===== src/include/strap_pkg.sv =====
// Constants, register map and field layout of the strap capture block
// Behaviour
// - Register 0 holds strap lines 7..0
// - Register 1 holds strap lines 15..8
// - Registers 0 and 1 load at reset
// - Memory straps are read-back only
// - Type 0 EDO, speed 0 70ns
// - Register 2 holds lines 20..16, 23
// - Only register 2 bit 4 writable
// - Register 2 bit 1 picks PCI divisor
// - Register 2 loads at reset
// - Host clock register holds lines 26..21
// - Bits 5..3 select host clock frequency
// - Host clock register loads at reset
// - Line 40 sets core multiplier x1/x2
// - Line 0 picks ISA or colour compare
// - Line 0 low colour compare, high ISA
package strap_pkg;

	// ****************************************************************
	// Strap lines and register map
	// ****************************************************************
	localparam int unsigned STRAP_LINES = 44;
	localparam int unsigned ADR_W       = 10;
	localparam logic [7:0] IDX_SIMM_LOW  = 8'h4a;
	localparam logic [7:0] IDX_SIMM_HIGH = 8'h4b;
	localparam logic [7:0] IDX_PCI_DIV   = 8'h4c;
	localparam logic [7:0] IDX_HCLK_SEL  = 8'h5f;

	// ****************************************************************
	// Strap line positions
	// ****************************************************************
	localparam int unsigned LINE_SIMM_LOW  = 0;
	localparam int unsigned LINE_SIMM_HIGH = 8;
	localparam int unsigned LINE_PCI_LOW   = 16;
	localparam int unsigned LINE_PCI_TOP   = 23;
	localparam int unsigned LINE_HCLK      = 21;
	localparam int unsigned LINE_CORE      = 40;
	localparam int unsigned LINE_FUNC      = 0;

	// ****************************************************************
	// Field positions
	// ****************************************************************
	localparam int unsigned SIMM_A_TYPE_BIT = 7;
	localparam int unsigned SIMM_A_SPD_LSB  = 5;
	localparam int unsigned SIMM_B_TYPE_BIT = 4;
	localparam int unsigned SIMM_B_SPD_LSB  = 2;
	localparam int unsigned PCI_DIV3_BIT    = 1;
	localparam int unsigned PCI_WR_BIT      = 4;
	localparam int unsigned HCLK_SEL_LSB    = 3;

	// ****************************************************************
	// Encodings and reset values
	// ****************************************************************
	localparam logic TYPE_EDO   = 1'b0;
	localparam logic TYPE_FPM   = 1'b1;
	localparam logic SPEED_70NS = 1'b0;
	localparam logic SPEED_60NS = 1'b1;
	localparam logic FUNC_COLOUR_COMPARE = 1'b0;
	localparam logic FUNC_ISA_WRITE      = 1'b1;
	localparam logic [7:0] RESET_BYTE = 8'h00;
	localparam logic [1:0] DIV2_LAST  = 2'h1;
	localparam logic [1:0] DIV3_LAST  = 2'h2;

	// Host clock frequency in MHz for each select code
	localparam logic [6:0] HCLK_MHZ [8] = '{
		7'h19, 7'h21, 7'h28, 7'h32, 7'h3c, 7'h42, 7'h4b, 7'h50
	};

endpackage


===== src/logic/strap_option_capture.sv =====
// Strap capture, read-back registers and strap-driven controls
//
// Chosen here: register access over Wishbone.
`timescale 1ns/1ps
module strap_option_capture (
	// Clock and reset
	input  wire logic        clk,
	input  wire logic        resetn,
	// Board strap levels on the memory data lines
	input  wire logic [43:0] strap_data_lines,
	// Wishbone classic slave
	input  wire logic        wb_cyc_i,
	input  wire logic        wb_stb_i,
	input  wire logic        wb_we_i,
	input  wire logic [9:0]  wb_adr_i,
	input  wire logic [3:0]  wb_sel_i,
	input  wire logic [31:0] wb_dat_i,
	output logic      [31:0] wb_dat_o,
	output logic             wb_ack_o,
	// Strap-driven controls
	output logic             pci_clock_out,
	output logic      [2:0]  host_clock_select,
	output logic      [6:0]  host_clock_mhz,
	output logic             double_speed_core,
	output logic             isa_memory_write_select,
	output logic             straps_valid
);

	// ****************************************************************
	// Capture state
	// ****************************************************************
	logic       capture_pending_reg;
	logic [7:0] simm_low_pair_strap_reg;
	logic [7:0] simm_high_pair_strap_reg;
	logic [5:0] pci_divisor_strap_reg;
	logic [5:0] pci_divisor_strap_next;
	logic [5:0] host_clock_select_strap_reg;
	logic       core_x2_reg;
	logic       func_isa_reg;

	// Strap levels mapped into register layout
	logic [7:0] cap_simm_low;
	logic [7:0] cap_simm_high;
	logic [5:0] cap_pci_div;
	logic [5:0] cap_hclk;

	// Type and speed levels pass unchanged
	assign cap_simm_low  = strap_data_lines[strap_pkg::LINE_SIMM_LOW +: 8];
	assign cap_simm_high = strap_data_lines[strap_pkg::LINE_SIMM_HIGH +: 8];
	assign cap_pci_div   = {strap_data_lines[strap_pkg::LINE_PCI_TOP],
		strap_data_lines[strap_pkg::LINE_PCI_LOW +: 5]};
	// Lines 26..21 into host clock register
	assign cap_hclk      = strap_data_lines[strap_pkg::LINE_HCLK +: 6];

	// ****************************************************************
	// Bus decode
	// ****************************************************************
	logic [7:0]  bus_index;
	logic        bus_req;
	logic        wr_fire;
	logic        hit_simm_low;
	logic        hit_simm_high;
	logic        hit_pci_div;
	logic        hit_hclk;
	logic [7:0]  read_byte;
	logic [31:0] read_word;

	assign bus_index     = wb_adr_i[9:2];
	assign bus_req       = wb_cyc_i & wb_stb_i;
	// Writes land on the edge where the master sees ack
	assign wr_fire       = bus_req & wb_we_i & wb_ack_o & wb_sel_i[0];
	assign hit_simm_low  = bus_index == strap_pkg::IDX_SIMM_LOW;
	assign hit_simm_high = bus_index == strap_pkg::IDX_SIMM_HIGH;
	assign hit_pci_div   = bus_index == strap_pkg::IDX_PCI_DIV;
	assign hit_hclk      = bus_index == strap_pkg::IDX_HCLK_SEL;

	// Unmapped indexes read as zero
	assign read_byte =
		hit_simm_low  ? simm_low_pair_strap_reg :
		hit_simm_high ? simm_high_pair_strap_reg :
		hit_pci_div   ? {2'h0, pci_divisor_strap_reg} :
		hit_hclk      ? {2'h0, host_clock_select_strap_reg} :
		strap_pkg::RESET_BYTE;
	assign read_word = {24'h000000, read_byte};

	// Only bit 4 of register 2 takes a write
	always_comb begin
		pci_divisor_strap_next = pci_divisor_strap_reg;
		if (wr_fire && hit_pci_div) begin
			pci_divisor_strap_next[strap_pkg::PCI_WR_BIT] =
				wb_dat_i[strap_pkg::PCI_WR_BIT];
		end
	end

	// ****************************************************************
	// Strap capture
	// ****************************************************************
	// The first edge after reset release samples the pins, so the
	// board must keep the straps stable through that edge.
	// Capture once, hold afterwards
	always_ff @(posedge clk or negedge resetn) begin
		if (!resetn) begin
			capture_pending_reg <= 1'b1;
		end else begin
			capture_pending_reg <= 1'b0;
		end
	end

	// Register 0 and 1 load from the pins
	always_ff @(posedge clk or negedge resetn) begin
		if (!resetn) begin
			simm_low_pair_strap_reg  <= strap_pkg::RESET_BYTE;
			simm_high_pair_strap_reg <= strap_pkg::RESET_BYTE;
		end else if (capture_pending_reg) begin
			simm_low_pair_strap_reg  <= cap_simm_low;
			simm_high_pair_strap_reg <= cap_simm_high;
		end
	end

	// Register 2 loads from the pins, then software bit 4
	always_ff @(posedge clk or negedge resetn) begin
		if (!resetn) begin
			pci_divisor_strap_reg <= 6'h00;
		end else if (capture_pending_reg) begin
			pci_divisor_strap_reg <= cap_pci_div;
		end else begin
			pci_divisor_strap_reg <= pci_divisor_strap_next;
		end
	end

	// Host clock register loads from the pins
	always_ff @(posedge clk or negedge resetn) begin
		if (!resetn) begin
			host_clock_select_strap_reg <= 6'h00;
		end else if (capture_pending_reg) begin
			host_clock_select_strap_reg <= cap_hclk;
		end
	end

	always_ff @(posedge clk or negedge resetn) begin
		if (!resetn) begin
			core_x2_reg  <= 1'b0;
			func_isa_reg <= strap_pkg::FUNC_COLOUR_COMPARE;
		end else if (capture_pending_reg) begin
			core_x2_reg  <= strap_data_lines[strap_pkg::LINE_CORE];
			func_isa_reg <= strap_data_lines[strap_pkg::LINE_FUNC];
		end
	end

	// Memory type and speed fields drive no control logic
	// software alone reads them back.

	// ****************************************************************
	// PCI clock divider
	// ****************************************************************
	logic [1:0] div_cnt_reg;
	logic [1:0] div_cnt_next;
	logic [1:0] div_last;

	// Bit 1 low divides by two, high by three
	assign div_last = pci_divisor_strap_reg[strap_pkg::PCI_DIV3_BIT]
		? strap_pkg::DIV3_LAST : strap_pkg::DIV2_LAST;
	// Wrap at or above the limit so a change of divisor never hangs
	assign div_cnt_next = (div_cnt_reg >= div_last) ? 2'h0
		: div_cnt_reg + 2'h1;

	always_ff @(posedge clk or negedge resetn) begin
		if (!resetn) begin
			div_cnt_reg   <= 2'h0;
			pci_clock_out <= 1'b0;
		end else if (capture_pending_reg) begin
			div_cnt_reg   <= 2'h0;
			pci_clock_out <= 1'b0;
		end else begin
			div_cnt_reg   <= div_cnt_next;
			pci_clock_out <= div_cnt_next == 2'h0;
		end
	end

	// ****************************************************************
	// Control outputs
	// ****************************************************************
	logic [2:0] hclk_code;

	// Bits 5..3 steer the synthesizer select
	assign hclk_code = host_clock_select_strap_reg[strap_pkg::HCLK_SEL_LSB +: 3];

	always_ff @(posedge clk or negedge resetn) begin
		if (!resetn) begin
			host_clock_select       <= 3'h0;
			host_clock_mhz          <= 7'h00;
			double_speed_core       <= 1'b0;
			isa_memory_write_select <= 1'b0;
			straps_valid            <= 1'b0;
		end else begin
			host_clock_select       <= hclk_code;
			host_clock_mhz          <= strap_pkg::HCLK_MHZ[hclk_code];
			double_speed_core       <= core_x2_reg;
			// High picks ISA write, low colour compare
			isa_memory_write_select <= func_isa_reg == strap_pkg::FUNC_ISA_WRITE;
			straps_valid            <= ~capture_pending_reg;
		end
	end

	// ****************************************************************
	// Bus answer
	// ****************************************************************
	// One wait cycle: ack and data rise together, then ack drops
	always_ff @(posedge clk or negedge resetn) begin
		if (!resetn) begin
			wb_ack_o <= 1'b0;
			wb_dat_o <= 32'h00000000;
		end else begin
			wb_ack_o <= bus_req & ~wb_ack_o;
			if (bus_req && !wb_ack_o) begin
				wb_dat_o <= wb_we_i ? 32'h00000000 : read_word;
			end
		end
	end

endmodule


===== config.mk =====
export PLATFORM = sky130hd
export DESIGN_NAME = strap_option_capture
export DESIGN_NICKNAME = d
export VERILOG_FILES = /design/src/include/strap_pkg.sv /design/src/logic/strap_option_capture.sv
export SDC_FILE = /design/constraint.sdc
export NUM_CORES = 1
export LEC_CHECK = 0
export BUFFER_PORTS_ARGS = -buffer_cell sky130_fd_sc_hd__buf_2
export CAP_MARGIN = 20
export CORE_MARGIN = 2
export CORE_UTILIZATION = 45
export CTS_BUF_LIST = sky130_fd_sc_hd__clkbuf_4 sky130_fd_sc_hd__clkbuf_8
export DETAILED_ROUTE_END_ITERATION = 10
export PLACE_DENSITY_LB_ADDON = 0.2
export SLEW_MARGIN = 20
export SYNTH_ARGS = -nofsm -noshare
export SYNTH_HDL_FRONTEND = slang
export SYNTH_SLANG_ARGS = --single-unit

===== constraint.sdc =====
create_clock -name clk -period 2.35 [get_ports clk]
set_clock_uncertainty 0.2 [all_clocks]
set_input_delay 0.3525 -clock clk [delete_from_list [all_inputs] [get_ports clk]]
set_output_delay 0.3525 -clock clk [all_outputs]
set_load 0.03 [all_outputs]

==> results of run 1 <==
## layer usage
layer  part of all wire  vias up  GRT usage  wire length (µm)
li1                   -      832          -                 -
met1               0.41      855      0.223              2010
met2               0.49       76      0.261              2420
met3              0.081        6     0.0452               397
met4              0.012        0     0.0414                57
met5                  0        -          0                 0
## cell usage after synthesis
library cell  number  area, µm²
and4b_1            1       10.0
nand4b_1           1       8.76
nand3_1            1       5.00
buf_2              1       5.00
nor2b_1            1       6.26
nor2_1             3       11.3
o21ai_0            9       45.0
buf_6              1       11.3
a21oi_1           15       75.1
mux2_2            32        360
nor4_2             1       12.5
or4_4              1       11.3
nand3b_1           2       15.0
buf_4             24        180
nor4_1             1       6.26
inv_1              9       33.8
nor3b_4            2       37.5
ha_1               6       75.1
mux2i_1            4       40.0
dfrtp_1           53       1330
or3_1              1       6.26
o41ai_1            2       17.5
and2_1             1       6.26
dfstp_2            1       26.3
a2bb2oi_1          6       52.6
conb_1             1       3.75
nand2_1            8       30.0
a222oi_1           6       60.1
xnor2_1            1       8.76
nand2b_1           7       43.8
or2_2              1       6.26
clkbuf_1           6       22.5
buf_1              3       11.3
## final timing paths
check / startpoint / to / slack [ns] / cells past startpoint
worst max-delay path: capture_pending_reg / simm_high_pair_strap_reg[6] / 0.68 / 1
worst min-delay path: strap_data_lines[24] / host_clock_select_strap_reg[3] / 0.06 / 3
worst max register to register: capture_pending_reg / simm_high_pair_strap_reg[6] / 0.68 / 1
worst min register to register: core_x2_reg / double_speed_core / 0.19 / 0
max in group asynchronous: resetn / simm_high_pair_strap_reg[7] / 1.02 / 3
min in group asynchronous: resetn / div_cnt_reg[0] / 0.37 / 2
## where the power goes
group          internal, µW  switching (µW)
Sequential             1020            58.7
Combinational           155             230
Clock                   216             314
## cells by family (layout without fill, tap and decap cells)
group,after synthesis,after routing,share of synthesized area
adders and majority gates,6,6,0.0292
other,1,25,0.00146
muxes,36,36,0.156
AOI/OAI and AO/OA,38,38,0.0973
DFF,54,54,0.526
xor gates and xnor gates,1,1,0.00341
and+or+nand+nor,32,32,0.0842
buffers and inverters,44,89,0.103
## metrics by stage
step / total power [µW] / util / instance area (µm²) / std cells / hold slack [ns]
global placement: 1470 / 0.527 / 2900 / 344 / 0.155
CTS: 2010 / 0.546 / 3010 / 353 / 0.0489
floorplan: 1380 / - / 2660 / 236 / -0.143
detailed placement: 1480 / 0.527 / 2900 / 344 / 0.171
global route: 2090 / 0.546 / 3010 / 353 / 0.0602
finish: 1990 / 0.546 / 3010 / 353 / 0.0559
## repair_timing
item	CTS	global route
hold buffers	1	0
buffers inserted	0	0
endpoints found under the hold margin	23	0
## area by class of cell
class                      instances  area [µm²]
inverter                           9        33.8
timing repair buffer              72         393
multi-input combinational        138        1040
tap                               72        90.1
sequential                        54        1350
fill                             514        2500
clock inverter                     3        25.0
clock buffer                       5        68.8
==> results.ini, run 1 <==
[worst_setup_path]
worstSetupPathType=register to register
cpPeakStageDelay_ns=0.95
critPathMaxFanout=29
cp.buffers_inverters=0
cp_cell_sequence=mux2_2
arrival_ns=1.67
worst_setup_path_start_kind=register
critPathTopFamily=flip-flops
endpoint_kind=register
slowest_stage=dfstp_2
worstPathRequired_ns=2.34

[clock_tree]
numCtsBuffers=5
cts.sinks=54
clk_latency_ns=0.30
h-tree-depth=2
cts_tree=yes
postCtsResizedCells=0
clockBufferDepth=2
root_buffer=clkbuf_8
clkTransAtPathRegs_ns=0.10

[sta]
slew_violations=0
tns_ns=0
hold_viol=0
setup_ws_ns=0.676
fmax_ghz=0.597
rsz0062_at_grt=false
maxSlewHeadroom=0.585
setup_viol=0
final.period_utilization=0.712
period_minus_slack_ns=1.67
worst_pin_slew_ns=0.622

[synthesis]
synth_cells=212
synth_area_um2=2570
syn_avg_cell_area_um2=12.1
yosysSeqAreaShare=0.526
synthDistinctLibCells=33
yosys_warnings=0
synth-seq-cells=54

[routing]
wl_per_cell_um=13.8
route.detailed.drc=0
wirelength_um=4890
drtIter0Drc=92
drtPass1Iterations=5
final_antenna_net_count=0
via_per_inst=5.01
dr_total_vias=1769

[floorplanning]
dieWidth_um=79.6
ioPinCount=142
fp-row-count=27
dieHeight_um=79.6
die_area_um2=6330
core_um2=5510
initial_utilization=0.467

[cells_and_area]
drive_above_1_share=0.416
layout_common_cells=buf_2 (65), dfrtp_1 (53), mux2_2 (32)
final_common_cell=buf_2
antennaDiodeCount=0
syn_to_final_growth_pct=17.0
nets=381

[grt]
antenna_found_initial=0
grt_max_degree=31
grt_pass1_wl_um=7960
track_usage=0.164
grt_pass1_vias=1673
grt.overflow.total=0

[power]
ir_worst_vdd_mv=0.306
p_leak_uw=0.00146
p_per_area_nw_per_um2=661

[placed_design]
pre_cts_ws_ns=0.407
gp_congestion=0.769
io_buffers=65
place.detailed.hpwl_um=3730

[worst_hold_path]
hold_path.class=primary input to register

[job]
cap_violations=0

[outcome]
status=completed

(Power assumes the default switching activity.)
==> inputs of run 2 (changes only) <==
- CORE_UTILIZATION: 45 -> 41
- clock period: 2.35 -> 1.54 ns (I/O delays scaled with it)
==> results.ini, run 2 (synthesized netlist as in run 1, its figures left out) <==
[cells_and_area]
seq_area_um2=1350
final_area_um2=3430
layout_common_cells=buf_2 (65), dfrtp_1 (52), mux2_2 (32)
syn_to_final_growth_pct=33.4
drive_above_1_share=0.418
multi_input_area_um2=1060
fillers=508
final_util=0.572
nets=425
final_common_cell=buf_2
antennaDiodeCount=0

[job]
cap_violations=0

[clock_tree]
clk_latency_ns=0.31
numCtsBuffers=5
cts.sinks=54
cts_tree=yes
h-tree-depth=2
clkTransAtPathRegs_ns=0.10
clockBufferDepth=2
root_buffer=clkbuf_8

[grt]
grt_pass1_wl_um=8590
grt_max_degree=55
track_usage=0.154
grt_pass1_vias=1885
antenna_found_initial=0
grt.overflow.total=0

[floorplanning]
dieHeight_um=83.2
fp-row-count=28
die_area_um2=6920
dieWidth_um=83.2
core_um2=5990
ioPinCount=142
initial_utilization=0.429

[placed_design]
gp_congestion=0.737
io_buffers=65
pre_cts_ws_ns=-0.149
dpl_cell_area_um2=3020
place.detailed.hpwl_um=3880

[worst_hold_path]
hold_path.class=primary input to register

[routing]
drtPass1Iterations=4
via_per_inst=4.75
route.detailed.drc=0
drtIter0Drc=115
dr_total_vias=1901
final_antenna_net_count=0
wl_per_cell_um=13.7
wirelength_um=5470

[sta]
period_minus_slack_ns=1.56
tns_ns=-0.0243
setup_ws_ns=-0.0174
rsz0062_at_grt=true
fmax_ghz=0.642
final.period_utilization=1.01
setup_viol=2
hold_slack_ns=0.0693
hold_viol=0
slew_violations=0

[worst_setup_path]
worstSetupPathType=register to register
worstPathRequired_ns=1.57
cpPeakStageDelay_ns=0.43
worst_setup_path_start_kind=register
arrival_ns=1.59
slowest_stage=or3_4
critPathMaxFanout=6
cp_cell_sequence=nand3b_1 -> or3_4 -> a2bb2oi_1 -> a21oi_1
endpoint_kind=register

[outcome]
violations=setup timing
status=finished, violations left

[power]
p_leak_uw=0.00167
ir_worst_vdd_mv=0.561
p_per_area_nw_per_um2=905

run 2: cell types whose count changed in the layout (fill, tap and decap cells not counted), sizes merged:
cell         delta
buf            +15
clkbuf          +1
clkinv          +1
clkinvlp        -1
dlygate4sd3    +29
inv             -1
run 2: final cells by class:
type | instances | area share
sequential | 54 | 0.395
multi-input combinational | 138 | 0.310
timing repair buffer | 116 | 0.233
tap | 75 | 0.0274
clock buffer | 6 | 0.0223
inverter | 9 | 0.00985
clock inverter | 2 | 0.00292
run 2: metrics by stage:
step | cells | power, µW
after floorplan | 236 | 2110
after global placement | 361 | 2290
after detailed placement | 361 | 2300
after CTS | 399 | 3140
after global routing | 400 | 3270
final | 400 | 3100
run 2: worst max-delay path, delay by kind of cell (launching register included):
family           cells  cell delay, ns
AO/OA/AOI/OAI        2            0.28
flip-flops           1            0.40
AND/OR/NAND/NOR      2            0.62
run 2: worst paths after layout:
kind                                             to   startpoint  slack (ns)  cells after the start
setup reg to reg                        wb_dat_o[0]     wb_ack_o       -0.02                      4
max in group asynchronous       capture_pending_reg       resetn        0.60                      3
hold reg to reg                   double_speed_core  core_x2_reg        0.18                      0
min in group asynchronous         host_clock_mhz[3]       resetn        0.25                      3
setup / recovery                        wb_dat_o[0]     wb_ack_o       -0.02                      4
hold / removal             pci_divisor_strap_reg[4]  wb_dat_i[4]        0.07                      3
run 2: per-layer routing:
metal | part of all wire | global-route usage | up-vias
li1 | - | - | 916
met1 | 0.44 | 0.188 | 910
met2 | 0.49 | 0.265 | 69
met3 | 0.061 | 0.0408 | 6
met5 | 0 | 0 | -
met4 | 0.010 | 0.0462 | 0
run 2: repair_timing:
item | 4_1_cts | 5_1_grt
gates resized for setup | 1 | 3
setup endpoints to repair | 6 | 11
hold buffers | 30 | 0
endpoints found under the hold margin | 84 | 0
pin swaps | 0 | 5
buffers inserted | 0 | 1
run 2: report_power, final:
| part | switching (µW) | total [µW] | internal (µW) |
|---|---|---|---|
| clock | 435 | 769 | 334 |
| sequential | 62.1 | 1610 | 1550 |
| combinational | 401 | 723 | 322 |
| total | 898 | 3100 | 2200 |
==> inputs of run 3 (changes only) <==
- CAP_MARGIN: 20 -> default
- CORE_UTILIZATION: 41 -> 40
==> results.ini, run 3 (synthesized netlist as in run 1, its figures left out) <==
[outcome]
status=finished, violations left
violations=setup timing

[grt]
grt_max_degree=33
grt_pass1_wl_um=9160
antenna_found_initial=0
track_usage=0.164
grt.overflow.total=0
grt_pass1_vias=1908

[clock_tree]
clkTransAtPathRegs_ns=0.09
clockBufferDepth=2
root_buffer=clkbuf_8
numCtsBuffers=5
cts_tree=yes
cts.sinks=54
h-tree-depth=2
clk_latency_ns=0.30

[sta]
setup_ws_ns=-0.0465
final.period_utilization=1.03
fmax_ghz=0.630
setup_viol=6
period_minus_slack_ns=1.59
slew_violations=0
hold_viol=0
rsz0062_at_grt=true

[worst_setup_path]
worstPathRequired_ns=1.57
worst_setup_path_start_kind=register
worstSetupPathType=register to register
critPathMaxFanout=6
endpoint_kind=register
arrival_ns=1.62
r2r_cells=4

[cells_and_area]
layout_common_cells=buf_2 (64), dfrtp_1 (52), mux2_2 (32)
nets=428
final_common_cell=buf_2
syn_to_final_growth_pct=36.8
final_util=0.560
drive_above_1_share=0.433
antennaDiodeCount=0
stdcell_count=405

[power]
p_leak_uw=0.00171
p_per_area_nw_per_um2=930
finalPower_uw=3270
ir_worst_vdd_mv=0.715

[routing]
dr_total_vias=1935
wirelength_um=5610
wl_per_cell_um=13.8
drtIter0Drc=101
via_per_inst=4.78
final_antenna_net_count=0
drtPass1Iterations=4
route.detailed.drc=0

[placed_design]
io_buffers=65
gp_congestion=0.780
dpl.cell_count=365
place.detailed.hpwl_um=3990

[floorplanning]
die_area_um2=7090
dieWidth_um=84.2
initial_utilization=0.410
fp-row-count=29
ioPinCount=142
dieHeight_um=84.2
core_um2=6280

[job]
cap_violations=0

[worst_hold_path]
hold_path.class=primary input to register
holdPathStages=3

run 3: what timing repair did:
item	4_1_cts	5_1_grt
setup buffers	0	2
pin swaps	1	9
hold endpoints to repair	45	0
hold buffers	30	0
resized for setup	1	7
setup endpoints to repair	6	10
run 3: worst paths after layout:
kind	from	endpoint	slack (ns)
setup reg to reg	wb_ack_o	wb_dat_o[5]	-0.05
min in group asynchronous	resetn	isa_memory_write_select	0.19
setup / recovery	wb_ack_o	wb_dat_o[5]	-0.05
max in group asynchronous	resetn	div_cnt_reg[1]	0.36
hold reg to reg	core_x2_reg	double_speed_core	0.18
hold / removal	wb_dat_i[4]	pci_divisor_strap_reg[4]	0.04
run 3: cell type report:
type	count	area, µm²
Fill cell	577	2760
Sequential cell	54	1350
Multi-Input combinational cell	138	1080
Timing Repair Buffer	119	841
Clock buffer	8	110
Tap cell	77	96.3
Inverter	9	33.8
run 3: layer usage:
layer | share of wire | up-vias | track usage
met5 | 0 | - | 0
met1 | 0.45 | 931 | 0.228
met3 | 0.069 | 7 | 0.0344
met4 | 0.011 | 0 | 0.0440
met2 | 0.47 | 76 | 0.261
li1 | - | 921 | -
run 3: stage by stage:
| stage | setup WS, ns | cell area (µm²) | TNS [ns] | hold slack [ns] |
|---|---|---|---|---|
| 2_1_floorplan | -0.241 | 2690 | -1.50 | -0.265 |
| 3_3_place_gp | -0.150 | 3050 | -0.630 | -0.00888 |
| 3_5_place_dp | -0.140 | 3050 | -0.754 | -0.00220 |
| 4_1_cts | -0.0466 | 3470 | -0.206 | 0.0532 |
| 5_1_grt | -0.127 | 3520 | -0.664 | 0.0763 |
| 6_report | -0.0465 | 3520 | -0.210 | 0.0394 |
run 3: power by group:
part	internal, µW	total (µW)	switching [µW]
sequential	1550	1620	66.1
clock	455	902	447
combinational	343	754	411
run 3: worst max-delay path: stages, from the launching register on:
cell and delay (ns):
dfrtp_2 0.41, nand3b_1 0.20, or3_4 0.44, a2bb2oi_1 0.15, a21oi_1 0.12
